--- config.mk ---
export PLATFORM = sky130hd
export DESIGN_NAME = hppic_top
export DESIGN_NICKNAME = d
export VERILOG_FILES = /design/src/core/hppic_pkg.sv /design/src/core/hppic_oc_filter.sv /design/src/core/hppic_top.sv
export VERILOG_INCLUDE_DIRS = /design/src /design/src/core
export SDC_FILE = /design/constraint.sdc
export NUM_CORES = 1
export LEC_CHECK = 0
export BUFFER_PORTS_ARGS = -buffer_cell sky130_fd_sc_hd__buf_2
export CAP_MARGIN = 20
export CORE_UTILIZATION = 40
export CTS_CLUSTER_DIAMETER = 200
export DETAILED_ROUTE_END_ITERATION = 12
export SLEW_MARGIN = 5
export SYNTH_ARGS = -nofsm -noshare
export SYNTH_HDL_FRONTEND = slang
export SYNTH_HIERARCHICAL = 1
export SYNTH_SLANG_ARGS = --single-unit
--- constraint.sdc ---
create_clock -name CLK_SYS -period 3 [get_ports CLK_SYS]
set_input_delay 0.45 -clock CLK_SYS [delete_from_list [all_inputs] [get_ports CLK_SYS]]
set_output_delay 0.45 -clock CLK_SYS [all_outputs]
set_load 0.01 [all_outputs]
--- src/core/hppic_consts.svh ---
// Function
// - per-port switching by default, ganged by configuration
// - ports unpowered after reset until set-power request
// - power-enable active level follows configured polarity
// - overcurrent filtered by timer, 8 ms default
// - filter time 0..15 ms, enabled/disabled ports separate
// - filtered overcurrent reported, port power dropped
// - overcurrent input active level follows configured polarity
// - descriptor bit 7 advertises indicators, set by default
// - configuration can clear indicator-present descriptor bit
// - indicators automatic or manual, automatic at power-up
// - automatic: green when enabled and not suspended, amber on overcurrent
// - automatic mode never blinks the indicators
// - automatic: unpowered amber after overcurrent, else off
// - automatic: green only in enabled/transmit states
// - LED outputs may be square-wave modulated
// - indicator active level follows configured polarity
// - manual: host request sets indicator exactly
// - manual mode supports blinking indicators
// - manual encodings off/amber/green/blinks, green-amber reserved
// - port reset enables connected port, green unless overridden
`ifndef HPPIC_CONSTS_SVH
`define HPPIC_CONSTS_SVH

// ****************************************
// sizes
// ****************************************
`define HP_NPORT 4
`define HP_ADDR_W 8
`define HP_DATA_W 32

// ****************************************
// register byte offsets
// ****************************************
`define HP_OFS_CONFIG 8'h00
`define HP_OFS_OC_TIMER 8'h04
`define HP_OFS_PORT_CMD 8'h08
`define HP_OFS_CONNECT 8'h0C
`define HP_OFS_STATUS 8'h10
`define HP_OFS_HUB_CHAR 8'h14
`define HP_OFS_IND 8'h18

// ****************************************
// reset values
// ****************************************
`define HP_CFG_W 6
`define HP_CFG_RST 6'h00
`define HP_OC_MS_DEF 4'h8
`define HP_TMR_RST 8'h88

// ****************************************
// field positions
// ****************************************
`define HP_CMD_PORT_MSB 1
`define HP_CMD_OP_LSB 4
`define HP_CMD_OP_MSB 6
`define HP_CMD_IND_LSB 8
`define HP_CMD_IND_MSB 10
`define HP_ST_CHG_LSB 16
`define HP_ST_CHG_MSB 19
`define HP_HC_IND_BIT 7

// ****************************************
// port commands
// ****************************************
`define HP_OP_PWR_ON 3'h0
`define HP_OP_PWR_OFF 3'h1
`define HP_OP_RESET 3'h2
`define HP_OP_DISABLE 3'h3
`define HP_OP_SUSPEND 3'h4
`define HP_OP_RESUME 3'h5
`define HP_OP_SET_IND 3'h6

// ****************************************
// indicator selectors
// ****************************************
`define HP_IND_AUTO 3'h0
`define HP_IND_AMBER 3'h1
`define HP_IND_GREEN 3'h2
`define HP_IND_OFF 3'h3
`define HP_IND_BLINK_G 3'h4
`define HP_IND_BLINK_A 3'h5

// ****************************************
// timing
// ****************************************
`define HP_CLK_NS 20
`define HP_MS_NS 1000000
`define HP_MS_CYCLES (`HP_MS_NS / `HP_CLK_NS)
`define HP_BLINK_MS 500
`define HP_BLINK_LAST 9'h1F3

`endif

--- src/core/hppic_pkg.sv ---
`include "hppic_consts.svh"
`default_nettype none

package hppic_pkg;

	// one bit per downstream port
	typedef logic [`HP_NPORT-1:0] hppic_vec_t;

	// manual indicator selector
	typedef logic [2:0] hppic_ind_t;

	// configuration memory settings
	typedef struct packed {
		logic led_mod;    // square-wave led drive
		logic ind_absent; // board has no indicators
		logic led_pol;    // 1: leds active high
		logic oc_pol;     // 1: overcurrent active high
		logic pwr_pol;    // 1: power enable active high
		logic ganged;     // 1: all ports switched together
	} hppic_cfg_s;

	// overcurrent filter lengths in ms
	typedef struct packed {
		logic [3:0] dis_ms; // ports not enabled
		logic [3:0] en_ms;  // enabled ports
	} hppic_tmr_s;

endpackage

`default_nettype wire

--- src/core/hppic_oc_filter.sv ---
`timescale 1ns/1ns
`default_nettype none

module hppic_oc_filter
	import hppic_pkg::*;
(
	// clock and reset
	input wire logic clk,
	input wire logic reset,
	// ms time base
	input wire logic ms_tick,
	// condition and length
	input wire logic active,
	input wire logic [3:0] limit,
	// filtered result
	output logic tripped
);

	logic [3:0] count; // whole ms seen active

	// ****************************************
	// continuous-activity counter
	// ****************************************
	always_ff @(posedge clk) begin
		if (reset) begin
			count <= 4'h0;
		end else if (!active) begin
			count <= 4'h0;
		end else if (ms_tick && count < limit) begin
			count <= count + 4'h1;
		end
	end

	// ****************************************
	// trip flag
	// ****************************************
	// a shrinking limit trips at once, limit 0 means no filtering
	always_ff @(posedge clk) begin
		if (reset) begin
			tripped <= 1'b0;
		end else begin
			tripped <= active && (count >= limit);
		end
	end

endmodule // hppic_oc_filter

`default_nettype wire

--- src/core/hppic_top.sv ---
// Decided for this implementation: the strobed register port and the register addresses.
`timescale 1ns/1ns
`default_nettype none
`include "hppic_consts.svh"

module hppic_top
	import hppic_pkg::*;
#(
	parameter int MS_CYCLES = `HP_MS_CYCLES
) (
	// clock and reset
	input wire logic CLK_SYS,
	input wire logic RESET,
	// register port
	input wire logic [`HP_ADDR_W-1:0] ADDR,
	input wire logic [`HP_DATA_W-1:0] WDATA,
	input wire logic WR_STB,
	input wire logic RD_STB,
	output logic [`HP_DATA_W-1:0] RDATA,
	// power switch pins
	output logic [`HP_NPORT-1:0] PORT_POWER_ENABLE_N,
	input wire logic [`HP_NPORT-1:0] PORT_OVERCURRENT_IN_N,
	// indicator pins
	output logic [`HP_NPORT-1:0] LED_GREEN,
	output logic [`HP_NPORT-1:0] LED_AMBER
);

	// ****************************************
	// helpers
	// ****************************************

	// apply an active level: pol 1 passes, pol 0 inverts
	function automatic hppic_vec_t apply_pol(input hppic_vec_t v,
		input logic pol);
		apply_pol = pol ? v : ~v;
	endfunction

	// port number to one-hot select
	function automatic hppic_vec_t port_onehot(input logic [1:0] p);
		port_onehot = hppic_vec_t'(4'h1 << p);
	endfunction

	// spread one bit to all ports
	function automatic hppic_vec_t spread(input logic b);
		spread = {`HP_NPORT{b}};
	endfunction

	localparam logic [15:0] MS_LAST = 16'(MS_CYCLES - 1);

	// ****************************************
	// declarations
	// ****************************************
	hppic_cfg_s cfg;            // configuration settings
	hppic_tmr_s tmr;            // filter lengths
	hppic_vec_t connected;      // attach status from hub core
	hppic_vec_t powered;        // port switch on
	hppic_vec_t enabled;        // port enabled
	hppic_vec_t suspended;      // port suspended
	hppic_vec_t oc_cut;         // power removed by overcurrent
	hppic_vec_t oc_change;      // sticky overcurrent change
	hppic_vec_t manual;         // indicator under host control
	hppic_ind_t ind_code [`HP_NPORT]; // host selector per port
	logic [15:0] ms_count;      // cycles within one ms
	logic ms_tick;              // one-cycle pulse per ms
	logic [8:0] blink_count;    // ms within half blink period
	logic blink_phase;          // blink on/off phase
	logic mod_phase;            // modulation square wave
	hppic_vec_t oc_s1;          // synchroniser stage 1
	hppic_vec_t oc_s2;          // synchroniser stage 2
	hppic_vec_t oc_s3;          // synchroniser stage 3
	hppic_vec_t oc_stable;      // agreed pin level
	hppic_vec_t oc_active;      // overcurrent asserted, raw
	hppic_vec_t oc_valid;       // overcurrent after filter
	hppic_vec_t oc_valid_q;     // previous filter output
	hppic_vec_t oc_drop;        // ports to switch off
	logic cmd_wr;               // port command written
	logic [2:0] cmd_op;         // command code
	hppic_ind_t cmd_ind;        // indicator selector
	hppic_vec_t cmd_sel;        // addressed port
	hppic_vec_t pwr_sel;        // ports hit by power commands
	hppic_vec_t next_green;     // green on, before polarity
	hppic_vec_t next_amber;     // amber on, before polarity
	logic [`HP_DATA_W-1:0] next_rdata; // read mux
	logic [`HP_DATA_W-1:0] hub_char;   // descriptor field
	logic [`HP_DATA_W-1:0] ind_word;   // indicator readback

	// ****************************************
	// command decode
	// ****************************************
	assign cmd_wr = WR_STB && (ADDR == `HP_OFS_PORT_CMD);
	assign cmd_op = WDATA[`HP_CMD_OP_MSB:`HP_CMD_OP_LSB];
	assign cmd_ind = WDATA[`HP_CMD_IND_MSB:`HP_CMD_IND_LSB];
	assign cmd_sel = cmd_wr ? port_onehot(WDATA[`HP_CMD_PORT_MSB:0])
		: '0;
	// ganged: a power request on any port acts on all
	assign pwr_sel = cfg.ganged ? spread(|cmd_sel) : cmd_sel;
	// ganged: one overcurrent takes every port down
	assign oc_drop = cfg.ganged ? spread(|oc_valid) : oc_valid;

	// ****************************************
	// configuration registers
	// ****************************************

	// settings normally loaded from the configuration memory
	always_ff @(posedge CLK_SYS) begin
		if (RESET) begin
			cfg <= `HP_CFG_RST; // per-port by default
		end else if (WR_STB && ADDR == `HP_OFS_CONFIG) begin
			cfg <= hppic_cfg_s'(WDATA[`HP_CFG_W-1:0]);
		end
	end

	// filter lengths, both default to 8 ms
	always_ff @(posedge CLK_SYS) begin
		if (RESET) begin
			tmr <= `HP_TMR_RST;
		end else if (WR_STB && ADDR == `HP_OFS_OC_TIMER) begin
			tmr <= hppic_tmr_s'(WDATA[7:0]);
		end
	end

	// attach status mirrored by the hub core
	always_ff @(posedge CLK_SYS) begin
		if (RESET) begin
			connected <= '0;
		end else if (WR_STB && ADDR == `HP_OFS_CONNECT) begin
			connected <= WDATA[`HP_NPORT-1:0];
		end
	end

	// ****************************************
	// time base
	// ****************************************

	// one-cycle enable every millisecond
	always_ff @(posedge CLK_SYS) begin
		if (RESET) begin
			ms_count <= 16'h0000;
			ms_tick <= 1'b0;
		end else if (ms_count == MS_LAST) begin
			ms_count <= 16'h0000;
			ms_tick <= 1'b1;
		end else begin
			ms_count <= ms_count + 16'h0001;
			ms_tick <= 1'b0;
		end
	end

	// blink at one toggle per half period
	always_ff @(posedge CLK_SYS) begin
		if (RESET) begin
			blink_count <= 9'h000;
			blink_phase <= 1'b0;
		end else if (ms_tick) begin
			if (blink_count == `HP_BLINK_LAST) begin
				blink_count <= 9'h000;
				blink_phase <= ~blink_phase;
			end else begin
				blink_count <= blink_count + 9'h001;
			end
		end
	end

	// 50 % square wave for led power saving
	always_ff @(posedge CLK_SYS) begin
		if (RESET) begin
			mod_phase <= 1'b0;
		end else if (ms_tick) begin
			mod_phase <= ~mod_phase;
		end
	end

	// ****************************************
	// overcurrent inputs
	// ****************************************

	// three stages; stage 1 feeds stage 2 only
	// stages start at the idle pin level, so reset makes no false edge
	always_ff @(posedge CLK_SYS) begin
		if (RESET) begin
			oc_s1 <= '1;
			oc_s2 <= '1;
			oc_s3 <= '1;
		end else begin
			oc_s1 <= PORT_OVERCURRENT_IN_N;
			oc_s2 <= oc_s1;
			oc_s3 <= oc_s2;
		end
	end

	// accept a change once the last two stages agree
	// reset value is the idle level of the reset polarity (high)
	always_ff @(posedge CLK_SYS) begin
		if (RESET) begin
			oc_stable <= '1;
		end else begin
			for (int i = 0; i < `HP_NPORT; i++) begin
				if (oc_s2[i] == oc_s3[i]) begin
					oc_stable[i] <= oc_s3[i];
				end
			end
		end
	end

	assign oc_active = apply_pol(oc_stable, cfg.oc_pol);

	// one filter per port, length chosen by enable state
	for (genvar g = 0; g < `HP_NPORT; g++) begin : g_filt
		hppic_oc_filter u_filt (
			.clk(CLK_SYS),
			.reset(RESET),
			.ms_tick(ms_tick),
			.active(oc_active[g]),
			.limit(enabled[g] ? tmr.en_ms : tmr.dis_ms),
			.tripped(oc_valid[g])
		);
	end

	// previous filter output, for change detection
	always_ff @(posedge CLK_SYS) begin
		if (RESET) begin
			oc_valid_q <= '0;
		end else begin
			oc_valid_q <= oc_valid;
		end
	end

	// ****************************************
	// port state
	// ****************************************

	// power held off while a filtered overcurrent stands
	always_ff @(posedge CLK_SYS) begin
		if (RESET) begin
			powered <= '0;
		end else begin
			powered <= ((powered | (cmd_op == `HP_OP_PWR_ON ? pwr_sel
				: '0)) & ~(cmd_op == `HP_OP_PWR_OFF ? pwr_sel : '0))
				& ~oc_drop;
		end
	end

	// remembers that overcurrent removed power, for amber
	always_ff @(posedge CLK_SYS) begin
		if (RESET) begin
			oc_cut <= '0;
		end else begin
			oc_cut <= (oc_cut & ~(cmd_op == `HP_OP_PWR_ON ? pwr_sel
				: '0)) | (oc_drop & powered);
		end
	end

	// reset request enables a powered, connected port
	always_ff @(posedge CLK_SYS) begin
		if (RESET) begin
			enabled <= '0;
		end else begin
			enabled <= (enabled | (cmd_op == `HP_OP_RESET ? cmd_sel
				: '0)) & ~(cmd_op == `HP_OP_DISABLE ? cmd_sel : '0)
				& connected & powered & ~oc_drop;
		end
	end

	// suspend only meaningful on an enabled port
	always_ff @(posedge CLK_SYS) begin
		if (RESET) begin
			suspended <= '0;
		end else begin
			suspended <= (suspended | (cmd_op == `HP_OP_SUSPEND ? cmd_sel
				: '0)) & ~(cmd_op == `HP_OP_RESUME ? cmd_sel : '0)
				& enabled;
		end
	end

	// change flags; a new edge beats a clearing write
	always_ff @(posedge CLK_SYS) begin
		if (RESET) begin
			oc_change <= '0;
		end else begin
			oc_change <= (oc_change & ~((WR_STB && ADDR == `HP_OFS_STATUS)
				? WDATA[`HP_ST_CHG_MSB:`HP_ST_CHG_LSB] : '0))
				| (oc_valid ^ oc_valid_q);
		end
	end

	// ****************************************
	// indicator selection
	// ****************************************

	// host selector; reserved green/amber blink is refused
	always_ff @(posedge CLK_SYS) begin
		if (RESET) begin
			manual <= '0;
			for (int i = 0; i < `HP_NPORT; i++) begin
				ind_code[i] <= `HP_IND_OFF;
			end
		end else if (cmd_op == `HP_OP_SET_IND) begin
			for (int i = 0; i < `HP_NPORT; i++) begin
				if (cmd_sel[i] && cmd_ind == `HP_IND_AUTO) begin
					manual[i] <= 1'b0;
				end else if (cmd_sel[i] && cmd_ind <= `HP_IND_BLINK_A)
				begin
					manual[i] <= 1'b1;
					ind_code[i] <= cmd_ind;
				end
			end
		end
	end

	// colour per port, then modulation, before polarity
	always_comb begin
		next_green = '0;
		next_amber = '0;
		for (int i = 0; i < `HP_NPORT; i++) begin
			if (cfg.ind_absent) begin
				// no leds fitted, keep lines idle
				next_green[i] = 1'b0;
			end else if (manual[i]) begin
				unique case (ind_code[i])
					`HP_IND_AMBER: next_amber[i] = 1'b1;
					`HP_IND_GREEN: next_green[i] = 1'b1;
					`HP_IND_BLINK_G: next_green[i] = blink_phase;
					`HP_IND_BLINK_A: next_amber[i] = blink_phase;
					default: next_green[i] = 1'b0; // off
				endcase
			end else if (!powered[i]) begin
				next_amber[i] = oc_cut[i];
			end else if (oc_valid[i]) begin
				next_amber[i] = 1'b1;
			end else begin
				// steady, never blink phase here
				next_green[i] = enabled[i] & ~suspended[i];
			end
		end
		if (cfg.led_mod) begin
			next_green = next_green & spread(mod_phase);
			next_amber = next_amber & spread(mod_phase);
		end
	end

	// ****************************************
	// pin outputs
	// ****************************************

	// every pin from a flip-flop, polarity applied last
	always_ff @(posedge CLK_SYS) begin
		if (RESET) begin
			PORT_POWER_ENABLE_N <= '1; // off at default polarity
			LED_GREEN <= '1;
			LED_AMBER <= '1;
		end else begin
			PORT_POWER_ENABLE_N <= apply_pol(powered, cfg.pwr_pol);
			LED_GREEN <= apply_pol(next_green, cfg.led_pol);
			LED_AMBER <= apply_pol(next_amber, cfg.led_pol);
		end
	end

	// ****************************************
	// register reads
	// ****************************************

	// descriptor characteristics as the hub core reports them
	assign hub_char = {24'h000000, ~cfg.ind_absent, 2'b00,
		cfg.ganged ? 2'b00 : 2'b01, 1'b0,
		cfg.ganged ? 2'b00 : 2'b01};

	// per port: manual flag above three selector bits
	always_comb begin
		ind_word = '0;
		for (int i = 0; i < `HP_NPORT; i++) begin
			ind_word[4*i +: 4] = {manual[i], ind_code[i]};
		end
	end

	// read mux; unmapped offsets read zero
	always_comb begin
		unique case (ADDR)
			`HP_OFS_CONFIG: next_rdata = {26'h0, cfg};
			`HP_OFS_OC_TIMER: next_rdata = {24'h000000, tmr};
			`HP_OFS_CONNECT: next_rdata = {28'h0000000, connected};
			`HP_OFS_STATUS: next_rdata = {8'h00, manual, oc_change,
				oc_valid, suspended, enabled, powered};
			`HP_OFS_HUB_CHAR: next_rdata = hub_char;
			`HP_OFS_IND: next_rdata = ind_word;
			default: next_rdata = 32'h00000000;
		endcase
	end

	// data valid only in the cycle after the strobe
	always_ff @(posedge CLK_SYS) begin
		if (RESET) begin
			RDATA <= 32'h00000000;
		end else if (RD_STB) begin
			RDATA <= next_rdata;
		end else begin
			RDATA <= 32'h00000000;
		end
	end

endmodule // hppic_top

`default_nettype wire

==> results of run 1 <==
## layout by cell type (no fill, tap or decap), types with 6 or more instances in the layout
master,count
a21oi_1,25
a22oi_1,9
and2_1,11
and3_1,7
buf_2,66
buf_4,7
clkbuf_16,17
conb_1,8
dfxtp_1,146
edfxtp_1,12
ha_1,22
inv_1,38
mux2_2,19
mux2i_1,56
nand2_1,51
nand2b_1,23
nand3_1,19
nand4_1,18
nand4b_1,8
nor2_1,88
nor2b_1,31
nor3_1,17
nor3b_1,7
nor4_1,12
o2111a_1,6
o21ai_0,38
o21bai_1,8
or2_2,14
or3_1,7
xnor2_1,25
xor2_1,12
## cell families after synthesis
kind of cell             count (synthesis)
other                                    1
buffers and inverters                   96
adder cells (fa/ha/maj)                 22
flip-flops                             158
AO/OA/AOI/OAI                          123
AND/OR/NAND/NOR                        343
XOR/XNOR                                37
multiplexers                            75
## final cells by class
type / instances / area share
Clock buffer: 17 / 0.0477
Multi-Input combinational cell: 608 / 0.469
Timing Repair Buffer: 73 / 0.0429
Sequential cell: 158 / 0.368
Inverter: 38 / 0.0160
Clock inverter: 15 / 0.0198
Tap cell: 260 / 0.0365
Antenna cell: 1 / 0.000281
## power breakdown
part	switching, mW	internal [mW]	total, mW
registers	0.0165	2.14	2.16
logic	0.115	0.0589	0.174
clock network	0.962	1.26	2.22
## worst paths after layout
| check | to | cells after the start | startpoint | slack (ns) |
|---|---|---|---|---|
| worst min-delay path | oc_s1[3]$_SDFF_PP1_ | 2 | PORT_OVERCURRENT_IN_N[3] | 0.19 |
| worst max-delay path | g_filt[2].u_filt/count[2]$_SDFFE_PP0P_ | 7 | enabled[2]$_SDFF_PP0_ | 1.00 |
| worst min register to register | oc_s2[0]$_SDFF_PP1_ | 1 | oc_s1[0]$_SDFF_PP1_ | 0.41 |
| worst max register to register | g_filt[2].u_filt/count[2]$_SDFFE_PP0P_ | 7 | enabled[2]$_SDFF_PP0_ | 1.00 |
## critical path: stages, from the launching register on
cell	delay [ns]
dfxtp_1	0.62
mux2_2	0.39
inv_1	0.06
ha_1	0.23
nor2b_1	0.14
o211ai_2	0.18
nand3_1	0.13
mux2i_1	0.13
## stage by stage
step | cell area [um2] | instances | hold slack [ns]
after floorplan | 7870 | 862 | 0.389
after global placement | 8320 | 1137 | 0.395
after detailed placement | 8320 | 1137 | 0.399
after CTS | 8920 | 1169 | 0.183
after global routing | 8920 | 1170 | 0.171
final | 8920 | 1170 | 0.191
## metal layers
metal / vias up / wire [um] / global-route usage
li1: 3043 / - / -
met1: 2785 / 8760 / 0.249
met2: 175 / 8190 / 0.303
met3: 23 / 1050 / 0.0458
met4: 0 / 394 / 0.0815
met5: - / 0 / 0
## state kept, by name (all words and copies together) (netlist names), 6 cells and up
name and count:
ind_code 12, ms_count 16, tmr 8, blink_count 9
cfg 6, g_filt.u_filt/count 16, RDATA 24
## synthesized netlist by cell type (all sizes together), types with 6 or more instances
cell type / n / area [um2]
nor2b: 31 / 194
and3: 7 / 43.8
o21ai: 38 / 190
edfxtp: 12 / 360
nor2: 88 / 330
inv: 38 / 143
or3: 7 / 43.8
mux2i: 56 / 561
nand2b: 23 / 144
o21bai: 8 / 60.1
a21oi: 25 / 125
xor2: 12 / 105
or2: 14 / 87.6
nand4: 19 / 125
nor4: 12 / 75.1
a22oi: 9 / 67.6
nand4b: 8 / 70.1
dfxtp: 146 / 2920
nor3: 18 / 90.1
nand3: 19 / 95.1
nand2: 55 / 216
and2: 11 / 68.8
ha: 22 / 275
buf: 25 / 146
nor3b: 8 / 65.1
xnor2: 25 / 219
a21boi: 8 / 60.1
o2111a: 6 / 67.6
clkbuf: 33 / 124
mux2: 19 / 214
==> impl_metrics.tcl, run 1 <==
set metrics [dict create \
    p_per_area_nw_per_um2 510 \
    grt_pass1_vias 5663 \
    rsz0062_at_grt "false" \
    wl_mm 18.4 \
    rows 50 \
    synth_area_um2 7850 \
    holdBufCountCts 0 \
    critPathRequiredTime_ns 3.33 \
    layout-drive-gt1-share 0.173 \
    worstHoldPathType "in2reg" \
    synth_mux_area_frac 0.0987 \
    via_per_inst 5.15 \
    ys_ff_latch 158 \
    syn_area_per_cell_um2 9.18 \
    place_congestion 0.859 \
    htreeDepth 4 \
    antenna_found_initial 1 \
    syn_to_final_growth_pct 13.7 \
    synth_xor_area_frac 0.0413 \
    detail_route.wl_per_cell_um 15.7 \
    crit_type "reg2reg" \
    core_um2 19000 \
    nNetsFinal 966 \
    die-area_um2 20200 \
    layout_setup_ws_ns 1.00 \
    drc 0 \
    fmax_mhz 501 \
    ys_seq_area_frac 0.418 \
    drt_iter0_drc 300 \
    hpwl_mm 13.1 \
    hold_viol_final 0 \
    multi_input_area_um2 4180 \
    p_leak_nw 3.64 \
    regArea_um2 3280 \
    io_buffers 66 \
    outcome "completed" \
    grt_use_total 0.192 \
    synth_edf_count 12 \
    fin_util 0.471 \
    ant_nets 0 \
    final_max_slew_viol_count 0 \
    power_mw 4.55 \
    root_buffer "clkbuf_16" \
    setup_viol 0 \
    vdd.ir_drop.worst_uv 420 \
    synth_compound_area_frac 0.112 \
    ys.flop_type "dfxtp_1" \
    cts_setup_buffers 0 \
    cts.path.max_buffers 2 \
    maxCapViolCount 0 \
    cp-end-kind "flip-flop" \
    num_vias 6026 \
    numCtsBuffers 17 \
    slew_headroom 0.585 \
    yosys.area_share.simple 0.242 \
    io-pin-count 92 \
    cts_tree "done" \
    grt_pass1_wl_mm 29.5 \
    n_fill_cell 1864 \
    cp-start-kind "flip-flop" \
    finalSetupTns_ns 0 \
    synthAdderAreaFrac 0.0351 \
    synth_top_family_by_area "simple AND/OR/NAND/NOR gates" \
    cts_resized 0 \
    cts.clk_slew.worst_paths_ns 0.07 \
    async_flop_share 0 \
    grt_overflow 0 \
    place_worst_setup_slack_ns 0.618 \
    post-route-period-util 0.665 \
    firstDrtPassIters 5 \
    finClkSkew_ns 0.0114 \
    start_util 0.414 \
    clk_latency_ns 0.44 \
    yosysUniqueCellTypes 61 \
    ys_warn_count 6 \
    cp.arrival_ns 2.32 \
    grt_max_degree 33 \
    syn-instance-count 855 \
    die_h_um 142 \
    final.min_clock_period_ns 2.00 \
    die_w_um 142 \
    worst_pin_slew_ns 0.620 \
    crit_fanout 8 \
    cts_sinks 158 \
]
Power figures use the tool's default switching activity.
==> run 2: changes to the inputs <==
ABC_AREA = 1   (was default)
clock period = 1.6 ns   (was 3 ns; I/O delays follow)
==> run 2 against run 1 <==
  * Area after synthesis down 0.33%
  * Clock-buffer cell count grew 7
  * Critical endpoint is now g_filt[0].u_filt/count[2]$_SDFFE_PP0P_
  * Clock skew fell by 0.0023 ns
  * Hold slack got worse by 0.15 ns
  * Utilization up 3.8 points
  * Sequential power rose by 87%
  * Largest power group unchanged
==> impl_metrics.tcl, run 2 <==
set metrics [dict create \
    io_buffers 66 \
    grt_pass1_wl_mm 31.3 \
    final.min_clock_period_ns 1.52 \
    clk_latency_ns 0.43 \
    die-area_um2 20100 \
    synth_commonest_cells "257 x nand2_1, 159 x inv_1, 146 x dfxtp_1" \
    cp.arrival_ns 1.88 \
    grt_overflow 0 \
    io-pin-count 92 \
    regMostFlops "RDATA" \
    antenna_found_initial 3 \
    crit_fanout 8 \
    p_per_area_nw_per_um2 882 \
    final_max_slew_viol_count 0 \
    detail_route.wl_per_cell_um 13.6 \
    worstHoldPathType "in2reg" \
    setup_viol 0 \
    cts.path.max_buffers 2 \
    ys_ff_latch 158 \
    power_mw 8.50 \
    layout_common_cells "255 x nand2_1, 152 x inv_1, 136 x dfxtp_1" \
    wl_mm 20.4 \
    via_per_inst 4.78 \
    final_common_cell "nand2_1" \
    cp-start-kind "flip-flop" \
    vdd.ir_drop.worst_uv 784 \
    fin_util 0.508 \
    htreeDepth 4 \
    synth_top_cell_by_area "dfxtp_1" \
    die_h_um 142 \
    hold_viol_final 0 \
    start_util 0.413 \
    cts_sinks 158 \
    cp-end-kind "flip-flop" \
    place_inst 1457 \
    combPwrFrac 0.037 \
    critPathRequiredTime_ns 1.96 \
    maxCapViolCount 0 \
    largest_register_ffs 24 \
    ys_seq_area_frac 0.420 \
    cts_tree "done" \
    fmax_mhz 658 \
    ant_nets 0 \
    drt_iter0_drc 464 \
    rsz0062_at_grt "true" \
    p_switching_mw 1.85 \
    cts.clk_slew.worst_paths_ns 0.06 \
    finClkSkew_ns 0.00907 \
    grt_pass1_vias 6233 \
    numCtsBuffers 17 \
    grt_use_total 0.204 \
    switching_share 0.218 \
    synth_top_area_frac 0.374 \
    rows 50 \
    final_cells 1498 \
    syn-instance-count 1102 \
    place_congestion 0.909 \
    synth.most_common_cell "nand2_1" \
    finalSetupTns_ns 0 \
    nNetsFinal 1294 \
    largest_registers "RDATA x24, g_filt.u_filt/count x16, ms_count x16" \
    drc 0 \
    root_buffer "clkbuf_16" \
    outcome "completed" \
    n_fill_cell 1856 \
    post-route-period-util 0.950 \
    synth.area.top_cells "dfxtp_1 37%, nand2_1 12%, inv_1 7.6%" \
    crit_type "reg2reg" \
    ys_warn_count 6 \
    die_w_um 142 \
    p_leak_nw 4.01 \
    clkPwrFrac 0.489 \
    internal_power_mw 6.65 \
    async_flop_share 0 \
    syn_area_per_cell_um2 7.10 \
    num_vias 7153 \
    ys.flop_type "dfxtp_1" \
    seqPwrFrac 0.474 \
    core_um2 19000 \
    firstDrtPassIters 5 \
    synth_area_um2 7820 \
    layout-drive-gt1-share 0.200 \
    yosysUniqueCellTypes 37 \
    grt_max_degree 58 \
    syn_to_final_growth_pct 23.2 \
    synth_edf_count 12 \
    hpwl_mm 15.1 \
]
## run 2: cell types whose count changed after synthesis, moves of 23 or more
cell / before / now
nor2_1: 88 / 122
a21oi_1: 25 / 66
nand3_1: 19 / 71
nand2_1: 51 / 257
mux2i_1: 56 / 0
o21ai_0: 38 / 75
inv_1: 38 / 159
nor2b_1: 31 / 0
nand2b_1: 23 / 0
## run 2: worst paths after layout
path	endpoint	start	slack, ns	cells past startpoint
setup / recovery	g_filt[0].u_filt/count[2]$_SDFFE_PP0P_	enabled[0]$_SDFF_PP0_	0.08	11
hold / removal	tmr[7]$_SDFFE_PP1P_	WDATA[7]	0.04	3
setup reg to reg	g_filt[0].u_filt/count[2]$_SDFFE_PP0P_	enabled[0]$_SDFF_PP0_	0.08	11
hold reg to reg	oc_s2[1]$_SDFF_PP1_	oc_s1[1]$_SDFF_PP1_	0.41	1
## run 2: layout make-up
class / instances / area [um2] / share of cell area
well taps: 260 / 325 / 0.0338
multi-input cells: 749 / 3920 / 0.407
inverters: 170 / 638 / 0.0662
flip-flops and latches: 158 / 3310 / 0.343
clock inverters: 8 / 104 / 0.0108
repair buffers: 128 / 830 / 0.0861
clock buffers: 24 / 504 / 0.0523
diodes: 1 / 2.50 / 0.000260
## run 2: power groups by stage
| stage | sequential (mW) | combinational [mW] | clock [mW] |
|---|---|---|---|
| floorplan | 4.12 | 0.175 | 0 |
| global placement | 4.13 | 0.299 | 0 |
| detailed placement | 4.13 | 0.302 | 0 |
| CTS | 4.04 | 0.311 | 4.24 |
| global route | 4.03 | 0.342 | 4.42 |
| finish | 4.03 | 0.312 | 4.16 |
## run 2: logic make-up after synthesis
family / after synthesis / synth area share
AOI/OAI and AO/OA: 161 / 0.114
xor gates and xnor gates: 15 / 0.0168
other: 1 / 0.000480
adders and majority gates: 22 / 0.0352
buffers and inverters: 202 / 0.103
and+or+nand+nor: 543 / 0.311
DFF: 158 / 0.420
## run 2: critical path, cell delays in order, from the launching register on
cell and delay, ns:
dfxtp_4 0.36, buf_6 0.13, o21ai_2 0.13, inv_2 0.06, ha_4 0.23, nand2_1 0.09, nand2_2 0.07, nand2_4 0.12
nand3_1 0.08, nand2_1 0.07, inv_1 0.03, nor2_1 0.08
## run 2: through the flow
stage          hold WS (ns)  setup WS, ns  cell area [um2]
2_1_floorplan         0.344        0.0585             7850
3_3_place_gp          0.393       -0.0585             8750
3_5_place_dp          0.396       -0.0827             8750
4_1_cts              0.0257     0.0000695             9460
5_1_grt              0.0718      -0.00856             9630
6_report             0.0381        0.0798             9630
## run 2: timing repair
| action | CTS | global route |
|---|---|---|
| endpoints found under the hold margin | 4 | 0 |
| endpoints found under the setup margin | 17 | 31 |
| pin swaps | 6 | 27 |
| hold buffers | 4 | 0 |
| resized for setup | 14 | 61 |
| buffers inserted | 0 | 4 |
## run 2: routing by layer
layer  track usage  up-vias  share of wire
met5             0        -        0.00078
met4        0.0826        4          0.018
met3        0.0435       31          0.062
met2         0.323      186           0.46
met1         0.270     3190           0.46
li1              -     3742              -
